--- src/hw/icap_pkg.sv ---
// Purpose: shared constants and types for the capture block
// Assumes: 16-bit registers, plain strobe register port
// Notes:   offsets are word indices on the register port
package icap_pkg;
	localparam int          NUM_CH       = 8;
	localparam int          FIFO_DEPTH   = 4;
	localparam int          CNT_W        = 16;
	localparam logic [7:0]  ADDR_T2_CTRL = 8'h00;
	localparam logic [7:0]  ADDR_T3_CTRL = 8'h01;
	localparam logic [7:0]  ADDR_T2_CNT  = 8'h02;
	localparam logic [7:0]  ADDR_T3_CNT  = 8'h03;
	localparam logic [7:0]  ADDR_CH_BASE = 8'h10;
	localparam logic [7:0]  ADDR_BUF_BASE = 8'h20;
	localparam int          BIT_RUN      = 15;
	localparam int          BIT_IDLE     = 13;
	localparam int          BIT_GATE     = 6;
	localparam int          BIT_PS_HI    = 5;
	localparam int          BIT_PS_LO    = 4;
	localparam int          BIT_PAIR     = 3;
	localparam int          BIT_CS       = 1;
	localparam logic [15:0] T3_MASK      = 16'hA072;
	localparam logic [15:0] T2_MASK      = 16'hA07A;
	localparam logic [15:0] CTRL_RESET   = 16'h0000;
	localparam logic [7:0]  PS_DIV1      = 8'h00;
	localparam logic [7:0]  PS_DIV8      = 8'h07;
	localparam logic [7:0]  PS_DIV64     = 8'h3F;
	localparam logic [7:0]  PS_DIV256    = 8'hFF;
	localparam logic [3:0]  EDGE_DIV4    = 4'h3;
	localparam logic [3:0]  EDGE_DIV16   = 4'hF;

	typedef enum logic [2:0] {
		ICAP_OFF   = 3'b000,
		ICAP_EVERY = 3'b001,
		ICAP_FALL  = 3'b010,
		ICAP_RISE  = 3'b011,
		ICAP_DIV4  = 3'b100,
		ICAP_DIV16 = 3'b101,
		ICAP_INTR  = 3'b111
	} icap_mode_t;

	// per-channel control: [7] timer sel, [6:5] threshold-1, [2:0] mode
	typedef struct packed {
		logic       tmr_sel;
		logic [1:0] thresh;
		icap_mode_t mode;
	} icap_chctl_t;

	typedef struct packed {
		logic [7:0]  addr;
		logic [15:0] wdata;
		logic        wr;
		logic        rd;
	} icap_bus_t;
endpackage : icap_pkg

--- src/hw/icap_top.sv ---
// Purpose: input capture channels with two 16-bit time-base timers
// Assumes: pins and external clocks asynchronous to sys_clk
// Notes:   external clock counts on synchronised rising edges
`timescale 1ns/10ps
module icap_top (
	// clock and reset
	input  wire logic                      sys_clk,
	input  wire logic                      reset,
	// register port
	input  wire icap_pkg::icap_bus_t       bus,
	output logic [15:0]                    rdata,
	// device state
	input  wire logic                      cpu_idle,
	input  wire logic                      cpu_sleep,
	// pins
	input  wire logic [7:0]                capture_input_pin,
	input  wire logic                      timer2_external_clock_pin,
	input  wire logic                      timer3_external_clock_pin,
	input  wire logic                      timer2_gate_pin,
	input  wire logic                      timer3_gate_pin,
	// events
	output logic [7:0]                     capture_irq,
	output logic                           wake_req
);
	localparam int N = icap_pkg::NUM_CH;
	localparam int D = icap_pkg::FIFO_DEPTH;

	function automatic logic [7:0] ps_limit(input logic [1:0] code);
		unique case (code)
			2'b00: ps_limit = icap_pkg::PS_DIV1;
			2'b01: ps_limit = icap_pkg::PS_DIV8;
			2'b10: ps_limit = icap_pkg::PS_DIV64;
			2'b11: ps_limit = icap_pkg::PS_DIV256;
		endcase
	endfunction : ps_limit

	// synchronisers: pins and external clocks
	logic [N+3:0] sync1;
	logic [N+3:0] sync2;
	logic [N+3:0] sync3;
	always_ff @(posedge sys_clk) begin
		if (reset) begin
			sync1 <= '0;
			sync2 <= '0;
			sync3 <= '0;
		end else begin
			sync1 <= {timer3_gate_pin, timer2_gate_pin,
				timer3_external_clock_pin, timer2_external_clock_pin,
				capture_input_pin};
			sync2 <= sync1;
			sync3 <= sync2;
		end
	end
	logic [N-1:0] pin_s;
	logic [N-1:0] pin_rise;
	logic [N-1:0] pin_fall;
	logic         t2_xedge;
	logic         t3_xedge;
	logic         t2_gate;
	logic         t3_gate;
	assign pin_s    = sync2[N-1:0];
	assign pin_rise = sync2[N-1:0] & ~sync3[N-1:0];
	assign pin_fall = ~sync2[N-1:0] & sync3[N-1:0];
	assign t2_xedge = sync2[N] & ~sync3[N];
	assign t3_xedge = sync2[N+1] & ~sync3[N+1];
	assign t2_gate  = sync2[N+2];
	assign t3_gate  = sync2[N+3];

	// timer state
	logic [15:0] t2_ctl;
	logic [15:0] t3_ctl;
	logic [15:0] t2_cnt;
	logic [15:0] t3_cnt;
	logic [7:0]  t2_ps;
	logic [7:0]  t3_ps;
	logic [15:0] next_t2_ctl;
	logic [15:0] next_t3_ctl;
	logic [15:0] next_t2_cnt;
	logic [15:0] next_t3_cnt;
	logic [7:0]  next_t2_ps;
	logic [7:0]  next_t3_ps;
	logic        pair;
	logic        t2_tick;
	logic        t3_tick;
	logic        t2_on;
	logic        t3_on;
	logic        t2_carry;

	assign pair = t2_ctl[icap_pkg::BIT_PAIR];

	always_comb begin
		next_t2_ctl = t2_ctl;
		next_t3_ctl = t3_ctl;
		next_t2_cnt = t2_cnt;
		next_t3_cnt = t3_cnt;
		next_t2_ps  = t2_ps;
		next_t3_ps  = t3_ps;
		t2_tick = t2_ctl[icap_pkg::BIT_CS] ? t2_xedge :
			(!t2_ctl[icap_pkg::BIT_GATE] || t2_gate);
		t3_tick = t3_ctl[icap_pkg::BIT_CS] ? t3_xedge :
			(!t3_ctl[icap_pkg::BIT_GATE] || t3_gate);
		t2_on = t2_ctl[icap_pkg::BIT_RUN] &&
			!(cpu_idle && (pair ? t3_ctl[icap_pkg::BIT_IDLE] :
			t2_ctl[icap_pkg::BIT_IDLE]));
		t3_on = t3_ctl[icap_pkg::BIT_RUN] &&
			!(cpu_idle && t3_ctl[icap_pkg::BIT_IDLE]);
		t2_carry = 1'b0;
		if (t2_on && t2_tick) begin
			if (t2_ps >= ps_limit(t2_ctl[icap_pkg::BIT_PS_HI:
				icap_pkg::BIT_PS_LO])) begin
				next_t2_ps  = '0;
				next_t2_cnt = t2_cnt + 16'h0001;
				t2_carry    = (t2_cnt == 16'hFFFF);
			end else begin
				next_t2_ps = t2_ps + 8'h01;
			end
		end
		if (pair) begin
			if (t2_carry) begin
				next_t3_cnt = t3_cnt + 16'h0001;
			end
		end else if (t3_on && t3_tick) begin
			if (t3_ps >= ps_limit(t3_ctl[icap_pkg::BIT_PS_HI:
				icap_pkg::BIT_PS_LO])) begin
				next_t3_ps  = '0;
				next_t3_cnt = t3_cnt + 16'h0001;
			end else begin
				next_t3_ps = t3_ps + 8'h01;
			end
		end
		if (bus.wr) begin
			unique case (bus.addr)
				icap_pkg::ADDR_T2_CTRL: begin
					next_t2_ctl = bus.wdata & icap_pkg::T2_MASK;
				end
				icap_pkg::ADDR_T3_CTRL: begin
					next_t3_ctl = bus.wdata & icap_pkg::T3_MASK;
				end
				icap_pkg::ADDR_T2_CNT: begin
					next_t2_cnt = bus.wdata;
				end
				icap_pkg::ADDR_T3_CNT: begin
					next_t3_cnt = bus.wdata;
				end
				default: begin
				end
			endcase
		end
	end

	always_ff @(posedge sys_clk) begin
		if (reset) begin
			t2_ctl <= icap_pkg::CTRL_RESET;
			t3_ctl <= icap_pkg::CTRL_RESET;
			t2_cnt <= '0;
			t3_cnt <= '0;
			t2_ps  <= '0;
			t3_ps  <= '0;
		end else begin
			t2_ctl <= next_t2_ctl;
			t3_ctl <= next_t3_ctl;
			t2_cnt <= next_t2_cnt;
			t3_cnt <= next_t3_cnt;
			t2_ps  <= next_t2_ps;
			t3_ps  <= next_t3_ps;
		end
	end

	// capture channels
	icap_pkg::icap_chctl_t chctl      [N];
	icap_pkg::icap_chctl_t next_chctl [N];
	logic [15:0]           fifo       [N][D];
	logic [15:0]           next_fifo  [N][D];
	logic [2:0]            fill       [N];
	logic [2:0]            next_fill  [N];
	logic [3:0]            ecnt       [N];
	logic [3:0]            next_ecnt  [N];
	logic [N-1:0]          ovf;
	logic [N-1:0]          next_ovf;
	logic [N-1:0]          irq;
	logic [N-1:0]          next_irq;
	logic [N-1:0]          hit;

	always_comb begin
		for (int c = 0; c < N; c++) begin
			logic       pop;
			logic       set_ev;
			logic [2:0] f;
			pop = 1'b0;
			set_ev = 1'b0;
			f   = fill[c];
			next_chctl[c] = chctl[c];
			next_ecnt[c]  = ecnt[c];
			next_fifo[c]  = fifo[c];
			next_ovf[c]   = ovf[c];
			next_irq[c]   = irq[c];
			hit[c]        = 1'b0;
			unique case (chctl[c].mode)
				icap_pkg::ICAP_EVERY: hit[c] = pin_rise[c] | pin_fall[c];
				icap_pkg::ICAP_FALL:  hit[c] = pin_fall[c];
				icap_pkg::ICAP_RISE:  hit[c] = pin_rise[c];
				icap_pkg::ICAP_DIV4: begin
					if (pin_rise[c]) begin
						hit[c] = (ecnt[c][1:0] == icap_pkg::EDGE_DIV4[1:0]);
						next_ecnt[c] = hit[c] ? 4'h0 : ecnt[c] + 4'h1;
					end
				end
				icap_pkg::ICAP_DIV16: begin
					if (pin_rise[c]) begin
						hit[c] = (ecnt[c] == icap_pkg::EDGE_DIV16);
						next_ecnt[c] = ecnt[c] + 4'h1;
					end
				end
				icap_pkg::ICAP_INTR: begin
					if (pin_rise[c]) begin
						next_irq[c] = 1'b1;
						set_ev      = 1'b1;
					end
				end
				default: hit[c] = 1'b0;
			endcase
			if (bus.rd && bus.addr == icap_pkg::ADDR_BUF_BASE + 8'(c)
				&& f != 3'h0) begin
				pop = 1'b1;
				for (int k = 0; k < D - 1; k++) begin
					next_fifo[c][k] = fifo[c][k+1];
				end
				f = f - 3'h1;
			end
			if (hit[c]) begin
				if (f == 3'(D)) begin
					next_ovf[c] = 1'b1;
				end else begin
					next_fifo[c][f[1:0]] = chctl[c].tmr_sel ? t2_cnt : t3_cnt;
					f = f + 3'h1;
					if (f == {1'b0, chctl[c].thresh} + 3'h1) begin
						next_irq[c] = 1'b1;
						set_ev      = 1'b1;
					end
				end
			end
			next_fill[c] = f;
			if (bus.wr && bus.addr == icap_pkg::ADDR_CH_BASE + 8'(c)) begin
				next_chctl[c] = icap_pkg::icap_chctl_t'({bus.wdata[7:5],
					bus.wdata[2:0]});
				next_ecnt[c]  = '0;
				if (bus.wdata[2:0] == icap_pkg::ICAP_OFF) begin
					next_fill[c] = '0;
					next_ovf[c]  = 1'b0;
				end
				// set wins over a clear in the same cycle
				if (bus.wdata[8]) begin
					next_irq[c] = set_ev;
				end
			end
		end
	end

	always_ff @(posedge sys_clk) begin
		if (reset) begin
			for (int c = 0; c < N; c++) begin
				chctl[c] <= '0;
				fill[c]  <= '0;
				ecnt[c]  <= '0;
				for (int k = 0; k < D; k++) begin
					fifo[c][k] <= '0;
				end
			end
			ovf <= '0;
			irq <= '0;
		end else begin
			chctl <= next_chctl;
			fill  <= next_fill;
			ecnt  <= next_ecnt;
			fifo  <= next_fifo;
			ovf   <= next_ovf;
			irq   <= next_irq;
		end
	end

	// read data and outputs
	logic [15:0] next_rdata;
	logic        next_wake;
	always_comb begin
		next_rdata = '0;
		if (bus.rd) begin
			if (bus.addr == icap_pkg::ADDR_T2_CTRL) begin
				next_rdata = t2_ctl;
			end else if (bus.addr == icap_pkg::ADDR_T3_CTRL) begin
				next_rdata = t3_ctl;
			end else if (bus.addr == icap_pkg::ADDR_T2_CNT) begin
				next_rdata = t2_cnt;
			end else if (bus.addr == icap_pkg::ADDR_T3_CNT) begin
				next_rdata = t3_cnt;
			end
			for (int c = 0; c < N; c++) begin
				if (bus.addr == icap_pkg::ADDR_CH_BASE + 8'(c)) begin
					next_rdata = {7'h00, irq[c], chctl[c].tmr_sel,
						chctl[c].thresh, ovf[c], fill[c] != 3'h0,
						chctl[c].mode};
				end
				if (bus.addr == icap_pkg::ADDR_BUF_BASE + 8'(c)) begin
					next_rdata = fifo[c][0];
				end
			end
		end
		// wake on capture in sleep or idle
		next_wake = (cpu_sleep || cpu_idle) && ((|hit) ||
			(|(next_irq & ~irq)));
	end

	always_ff @(posedge sys_clk) begin
		if (reset) begin
			rdata    <= '0;
			wake_req <= 1'b0;
		end else begin
			rdata    <= next_rdata;
			wake_req <= next_wake;
		end
	end
	assign capture_irq = irq;
	logic unused_pin;
	assign unused_pin = ^pin_s;
endmodule : icap_top

--- config.mk ---
export PLATFORM = sky130hd
export DESIGN_NAME = icap_top
export DESIGN_NICKNAME = d
export VERILOG_FILES = /design/src/hw/icap_pkg.sv /design/src/hw/icap_top.sv
export SDC_FILE = /design/constraint.sdc
export NUM_CORES = 2
export LEC_CHECK = 0
export BUFFER_PORTS_ARGS = -buffer_cell sky130_fd_sc_hd__buf_2
export CORE_MARGIN = 5
export CORE_UTILIZATION = 56
export DETAILED_ROUTE_END_ITERATION = 7
export PLACE_DENSITY = 0.72
export SYNTH_ARGS = -nofsm -noshare
export SYNTH_HDL_FRONTEND = slang
export SYNTH_SLANG_ARGS = --single-unit
--- constraint.sdc ---
create_clock -name sys_clk -period 9.6 [get_ports sys_clk]
set_input_delay 1.92 -clock sys_clk [delete_from_list [all_inputs] [get_ports sys_clk]]
set_output_delay 1.92 -clock sys_clk [all_outputs]
set_load 0.01 [all_outputs]
After elaboration in Yosys (flattened, before gate mapping)
Index checks and enable logic that the tools add are counted.
Storage, ports and cells
  bits of input ports: 42
  output and inout bits: 25
  register bits after elaboration: 744
  word-level logic and storage cells: 716
Cells by class
  reduce and logical (&&, ||, !) cells: 97
  bitwise gates (word level): 36
  add/subtract/negate cells: 36
  order comparisons: 18
  multiplexer cells: 322
  equal/unequal tests: 122
Operators with widths (number)
  $mux W64: 16
  $mux W16: 46
  $bwmux W64: 8
  $mux W48: 8
  $demux W16 S2: 8
  $mux W1: 149
  $mux W3: 40
  $eq A3 B3 Y1 const B: 32
  $mux W4: 24
  $eq A8 B5 Y1 const B: 8
  $eq A8 B6 Y1 const B: 8
  $pmux W4 S2: 8
  $pmux W8 S4: 2
  $eq A3 B2 Y1 const B: 16
  $mux W8: 5
  $pmux W1 S5: 8
  $logic_and A1 B1 Y1: 39
  $add A16 B1 Y16 const B: 2
  $add A4 B1 Y4 const B: 8
  $eq A4 B4 Y1 const B: 8
  $ne A2 B2 Y1 const B: 16
  $add A2 B1 Y3 const B: 8
  $add A3 B1 Y3 const B: 8
  $and A8 B8 Y8: 3
  other kinds (28): 153

Longest topological paths before layout
  depth after elaboration: 21
  gate-level depth with buffers: 18
  gate-level depth less buffers: 14

Least setup slack after synthesis
Ideal clock, no wire load.
  kind: input port to flip-flop
  start point: input port bus[25] (netlist bit)
  end point: register fifo[100] (netlist bit)
  slack: 4.258 ns
  buffers on the path: 5
  data required time: 9.470 ns
  arrival: 5.212 ns
  cell stages on the path: 16
  library setup time: 0.130 ns
  cell sequence: buf_2 > nor4b_2 > nand2_1 > nor3_1 > clkbuf_1 > buf_1 > nor2_1 > a21oi_1 > inv_1 > ha_1 > o311ai_0 > o211a_1 > and2_1 > clkbuf_1 > clkbuf_1 > o31ai_1
Between the ends
  cells in the longest elaborated chain, start to end: 12
  elaborated cells between the ends (all ways): 15
  classes of those cells: order compare: 2; eq/ne: 2; mux: 7; bitwise: 1; reduce/logical: 3
Ends and longest elaborated chain
  start: declaration: RTL line icap_top.sv:10  | input wire icap_pkg::icap_bus_t bus,
  $eq A8 B6 Y1 *: RTL line icap_top.sv:222  | if (bus.rd && bus.addr == icap_pkg::ADDR_BUF_BASE + 8'(c)
  $logic_and A1 B1 Y1 *: RTL line icap_top.sv:222
  $logic_and A1 B1 Y1 *: RTL line icap_top.sv:223  | && f != 3'h0) begin
  $mux W3: RTL line icap_top.sv:222
  $not A2 Y3: RTL line icap_top.sv:234  | next_fifo[c][f[1:0]] = chctl[c].tmr_sel ? t2_cnt : t3_cnt;
  $ge A3 B3 Y1 (not written as such) or $lt A3 B1 Y1 (tied branches): RTL line icap_top.sv:234
  $logic_and A1 B1 Y1 (not written as such): RTL line icap_top.sv:234
  $mux W16: RTL line icap_top.sv:234
  $demux W16 S2: RTL line icap_top.sv:234
  $bwmux W64: RTL line icap_top.sv:234
  $mux W64: RTL line icap_top.sv:231  | if (f == 3'(D)) begin
  $mux W64 *: RTL line icap_top.sv:230  | if (hit[c]) begin
  end signal: assignment: RTL line icap_top.sv:275  | fifo <= next_fifo;
  end: declaration: RTL line icap_top.sv:172  | logic [15:0] fifo [N][D];
Mark *: on every way between the ends. The rest lies on a longest branch, timed or not.
A chain may end at the register's enable or synchronous reset.

==> summary.txt <==
ys async rst share = 0%
CP Class = in2reg
Worst Skew = 0.02838 ns
CTS clk-pin slew, worst paths = 0.06 ns
DRC = 0
initial detailed-routing violation count = 3749
number of global-route vias before repair = 29610
post-placement cell area = 38410 sq um
number of library cell types mapped by synthesis = 88
top-level I/O count = 67
pin count of the biggest net entering global routing = 200
R2R depth = 11
Internal Power = 5114 uW
Hold Fails Final Rpt = 0
fin area = 41230 sq um
Buf/Inv on CP = 2
max_cap viols = 0
post-synthesis register bit count = 744
Leak = 0.01587 uW
core area = 67160 sq um
GP Congestion = 1.038
vias per inst = 6.308
Synth Warn # = 0
most instantiated cells after synthesis = dfxtp_1, nand2_1, mux2i_1, nor2_1, clkbuf_1
Slew Viols, Final = 0
P&R area growth vs syn = 8.897%
first-pass detailed-route iteration total = 6
Die Width = 270.0 microns
CTS Hold Bufs = 0
CTS buffer count = 81
share of layout cells above drive strength 1 = 10.64%
antenna violations before repair = 15
worst path cell trace = buf_2 -> or4b_1 -> nor2_2 -> nand3_4 -> o21ai_0 -> inv_1 -> ha_1 -> a21boi_2 -> and2_1 -> mux2i_1 -> nor2_1
area share of the largest cell type after synthesis = 39.34%
Routed Antenna Nets = 0
top cell family by delay on the critical path = simple AND/OR/NAND/NOR gates
R2R Path Start = fill[21]
hold depth = 1
hold wc startpoint = sync1[4]
Period Utilization, post-route = 68.45%
switching power total = 1448 uW
unrepaired setup endpoints after global routing = no
CTS tree = done
Vias = 32530
syn avg cell area = 8.683 sq um
htree depth = 3
Worst-Margin Slew = 1.283 ns
slowest CP cell = and2_1
CP arrival = 7.05 ns
Tot GR Track Use = 31.19%
status = complete, no violations
Bufs on Longest Clock Path = 3
max_slew headroom = 14.29%
FMAX = 152.2 MHz
final net count = 4362
gr ovfl total = 0
Final min period = 6.571 ns
flop-to-flop setup slack = 5.15 ns
Synth Net Count = 4507
post-DP HPWL = 79.30 mm
Worst Path Required = 10.08 ns
sw frac = 22.06%
CP Capture Type = flip-flop
pwr/cell area = 159.2 nW/um^2
quantity of I/O buffers inserted on ports = 66
wirelength, routed = 119.7 mm
WL/cell = 23.22 microns
register share of total power = 47.3%
CP max FO = 51
total setup buffers inserted after CTS = 0
Hold EP = sync2[4]
Startpoint Class = input port
height of the die = 270.0 microns
Hold/Removal Path Class = reg2reg
top-count cell post-synth = dfxtp_1
setup tns final = 0 ns
Synth Cell Area = 37860 sq um
clock latency on the worst-skew pair = 0.63 ns
setup violators final = 0
row count = 95
filler cell count = 5836
initial core utilization = 56.37%
Syn Inst Count = 4360
clock share of power = 50.0%
post-cts gate resize count = 0
top cells by area, synth = dfxtp_1, mux2i_1, nand2_1
worst vdd ir = 0.0001610 V
Clock Sinks = 744
first-pass GRT wire length = 180.8 mm
Yosys top cell by area = dfxtp_1
die area = 72900 sq um
sequential area share after synthesis = 39.34%
number of synthesized flops with an enable pin = 0
CTS root buf = clkbuf_16
ys flop type = dfxtp_1
Logic pwr share = 2.7%
max incr delay on CP = 0.92 ns
[placed cells by master, fill, tap and decap left out, types with 42 or more instances in the layout]
| master | synthesis | layout |
|---|---|---|
| clkbuf_16 | 0 | 84 |
| buf_2 | 34 | 65 |
| mux2_2 | 79 | 79 |
| nor3_1 | 69 | 64 |
| nand3_1 | 111 | 107 |
| a21oi_1 | 182 | 179 |
| a211oi_1 | 147 | 147 |
| dfxtp_1 | 744 | 744 |
| buf_4 | 11 | 70 |
| inv_1 | 91 | 91 |
| nor2b_1 | 44 | 44 |
| o31ai_1 | 237 | 237 |
| nand2_1 | 632 | 632 |
| xnor2_1 | 46 | 46 |
| nor2_1 | 440 | 439 |
| o31ai_2 | 42 | 42 |
| ha_1 | 105 | 105 |
| mux2i_1 | 504 | 504 |
| o21ai_0 | 92 | 92 |
[worst register-to-register path: cells and delay by family, from the launching register on]
kind            cells  cell delay (ns)
buf+inv             2             0.24
flops               1             0.30
mux                 1             0.31
compound gates      2             1.05
simple gates        4             1.90
fa+ha+maj           2             0.50
[metrics by stage]
| step | worst slack, ns | hold slack [ns] | instances | total power (uW) | utilization, % |
|---|---|---|---|---|---|
| floorplan | 4.258 | 0.4103 | 4360 | 3281 | - |
| global placement | 2.589 | 0.4180 | 5005 | 3340 | 57.20 |
| detailed placement | 2.514 | 0.4231 | 5005 | 3341 | 57.20 |
| CTS | 3.108 | 0.4360 | 5150 | 6585 | 61.36 |
| global route | 2.689 | 0.4512 | 5150 | 6745 | 61.36 |
| finish | 3.029 | 0.4250 | 5156 | 6561 | 61.39 |
[area by class of cell]
class / count / area, sq um / share of cell area [%]
diodes: 6 / 15.01 / 0.03642
clock buffers: 116 / 2402 / 5.827
clock inverters: 29 / 394.1 / 0.9560
inverters: 92 / 347.8 / 0.8437
multi-input cells: 3158 / 21170 / 51.36
flip-flops and latches: 744 / 14890 / 36.13
well taps: 873 / 1092 / 2.650
repair buffers: 138 / 905.9 / 2.197
[power groups by stage]
stage	logic [uW]	clock network, uW	registers (uW)
floorplan	111	0	3170
global placement	168	0	3170
detailed placement	169	0	3170
CTS	169	3310	3100
global route	183	3460	3100
finish	175	3280	3100
[routing by layer]
metal,up-vias,track usage [%],share of wire [%],wire [microns]
met2,1551,47.50,43,51590
met5,-,0,0.019,23
li1,15230,-,-,-
met4,4,15.32,5.8,7001
met1,15380,41.99,41,48590
met3,366,6.938,10,12530
[logic make-up (layout without fill, tap and decap cells)]
logic type                 count (synthesis)  count (layout)  share of synthesized area [%]
AOI/OAI and AO/OA                        933             933                          17.65
xor gates and xnor gates                  80              80                          1.910
adders and majority gates                105             105                          3.470
buffers and inverters                    458             375                          4.921
DFF                                      744             744                          39.34
muxes                                    589             589                          15.94
other                                      0               6                              0
and+or+nand+nor                         1451            1451                          16.76
[worst max path at each step]
stage | slack [ns] | to | cells after the start | start
floorplan | 4.26 | fifo[100] | 16 | bus[25]
finish | 3.03 | flip-flop | 11 | bus[22]
global placement | 2.59 | flip-flop | 11 | bus[22]
global route | 2.69 | fifo[297] | 14 | bus[18]
detailed placement | 2.51 | flip-flop | 11 | bus[22]
CTS | 3.11 | flip-flop | 11 | bus[22]
Note: power is estimated with default switching activity, not from simulation.
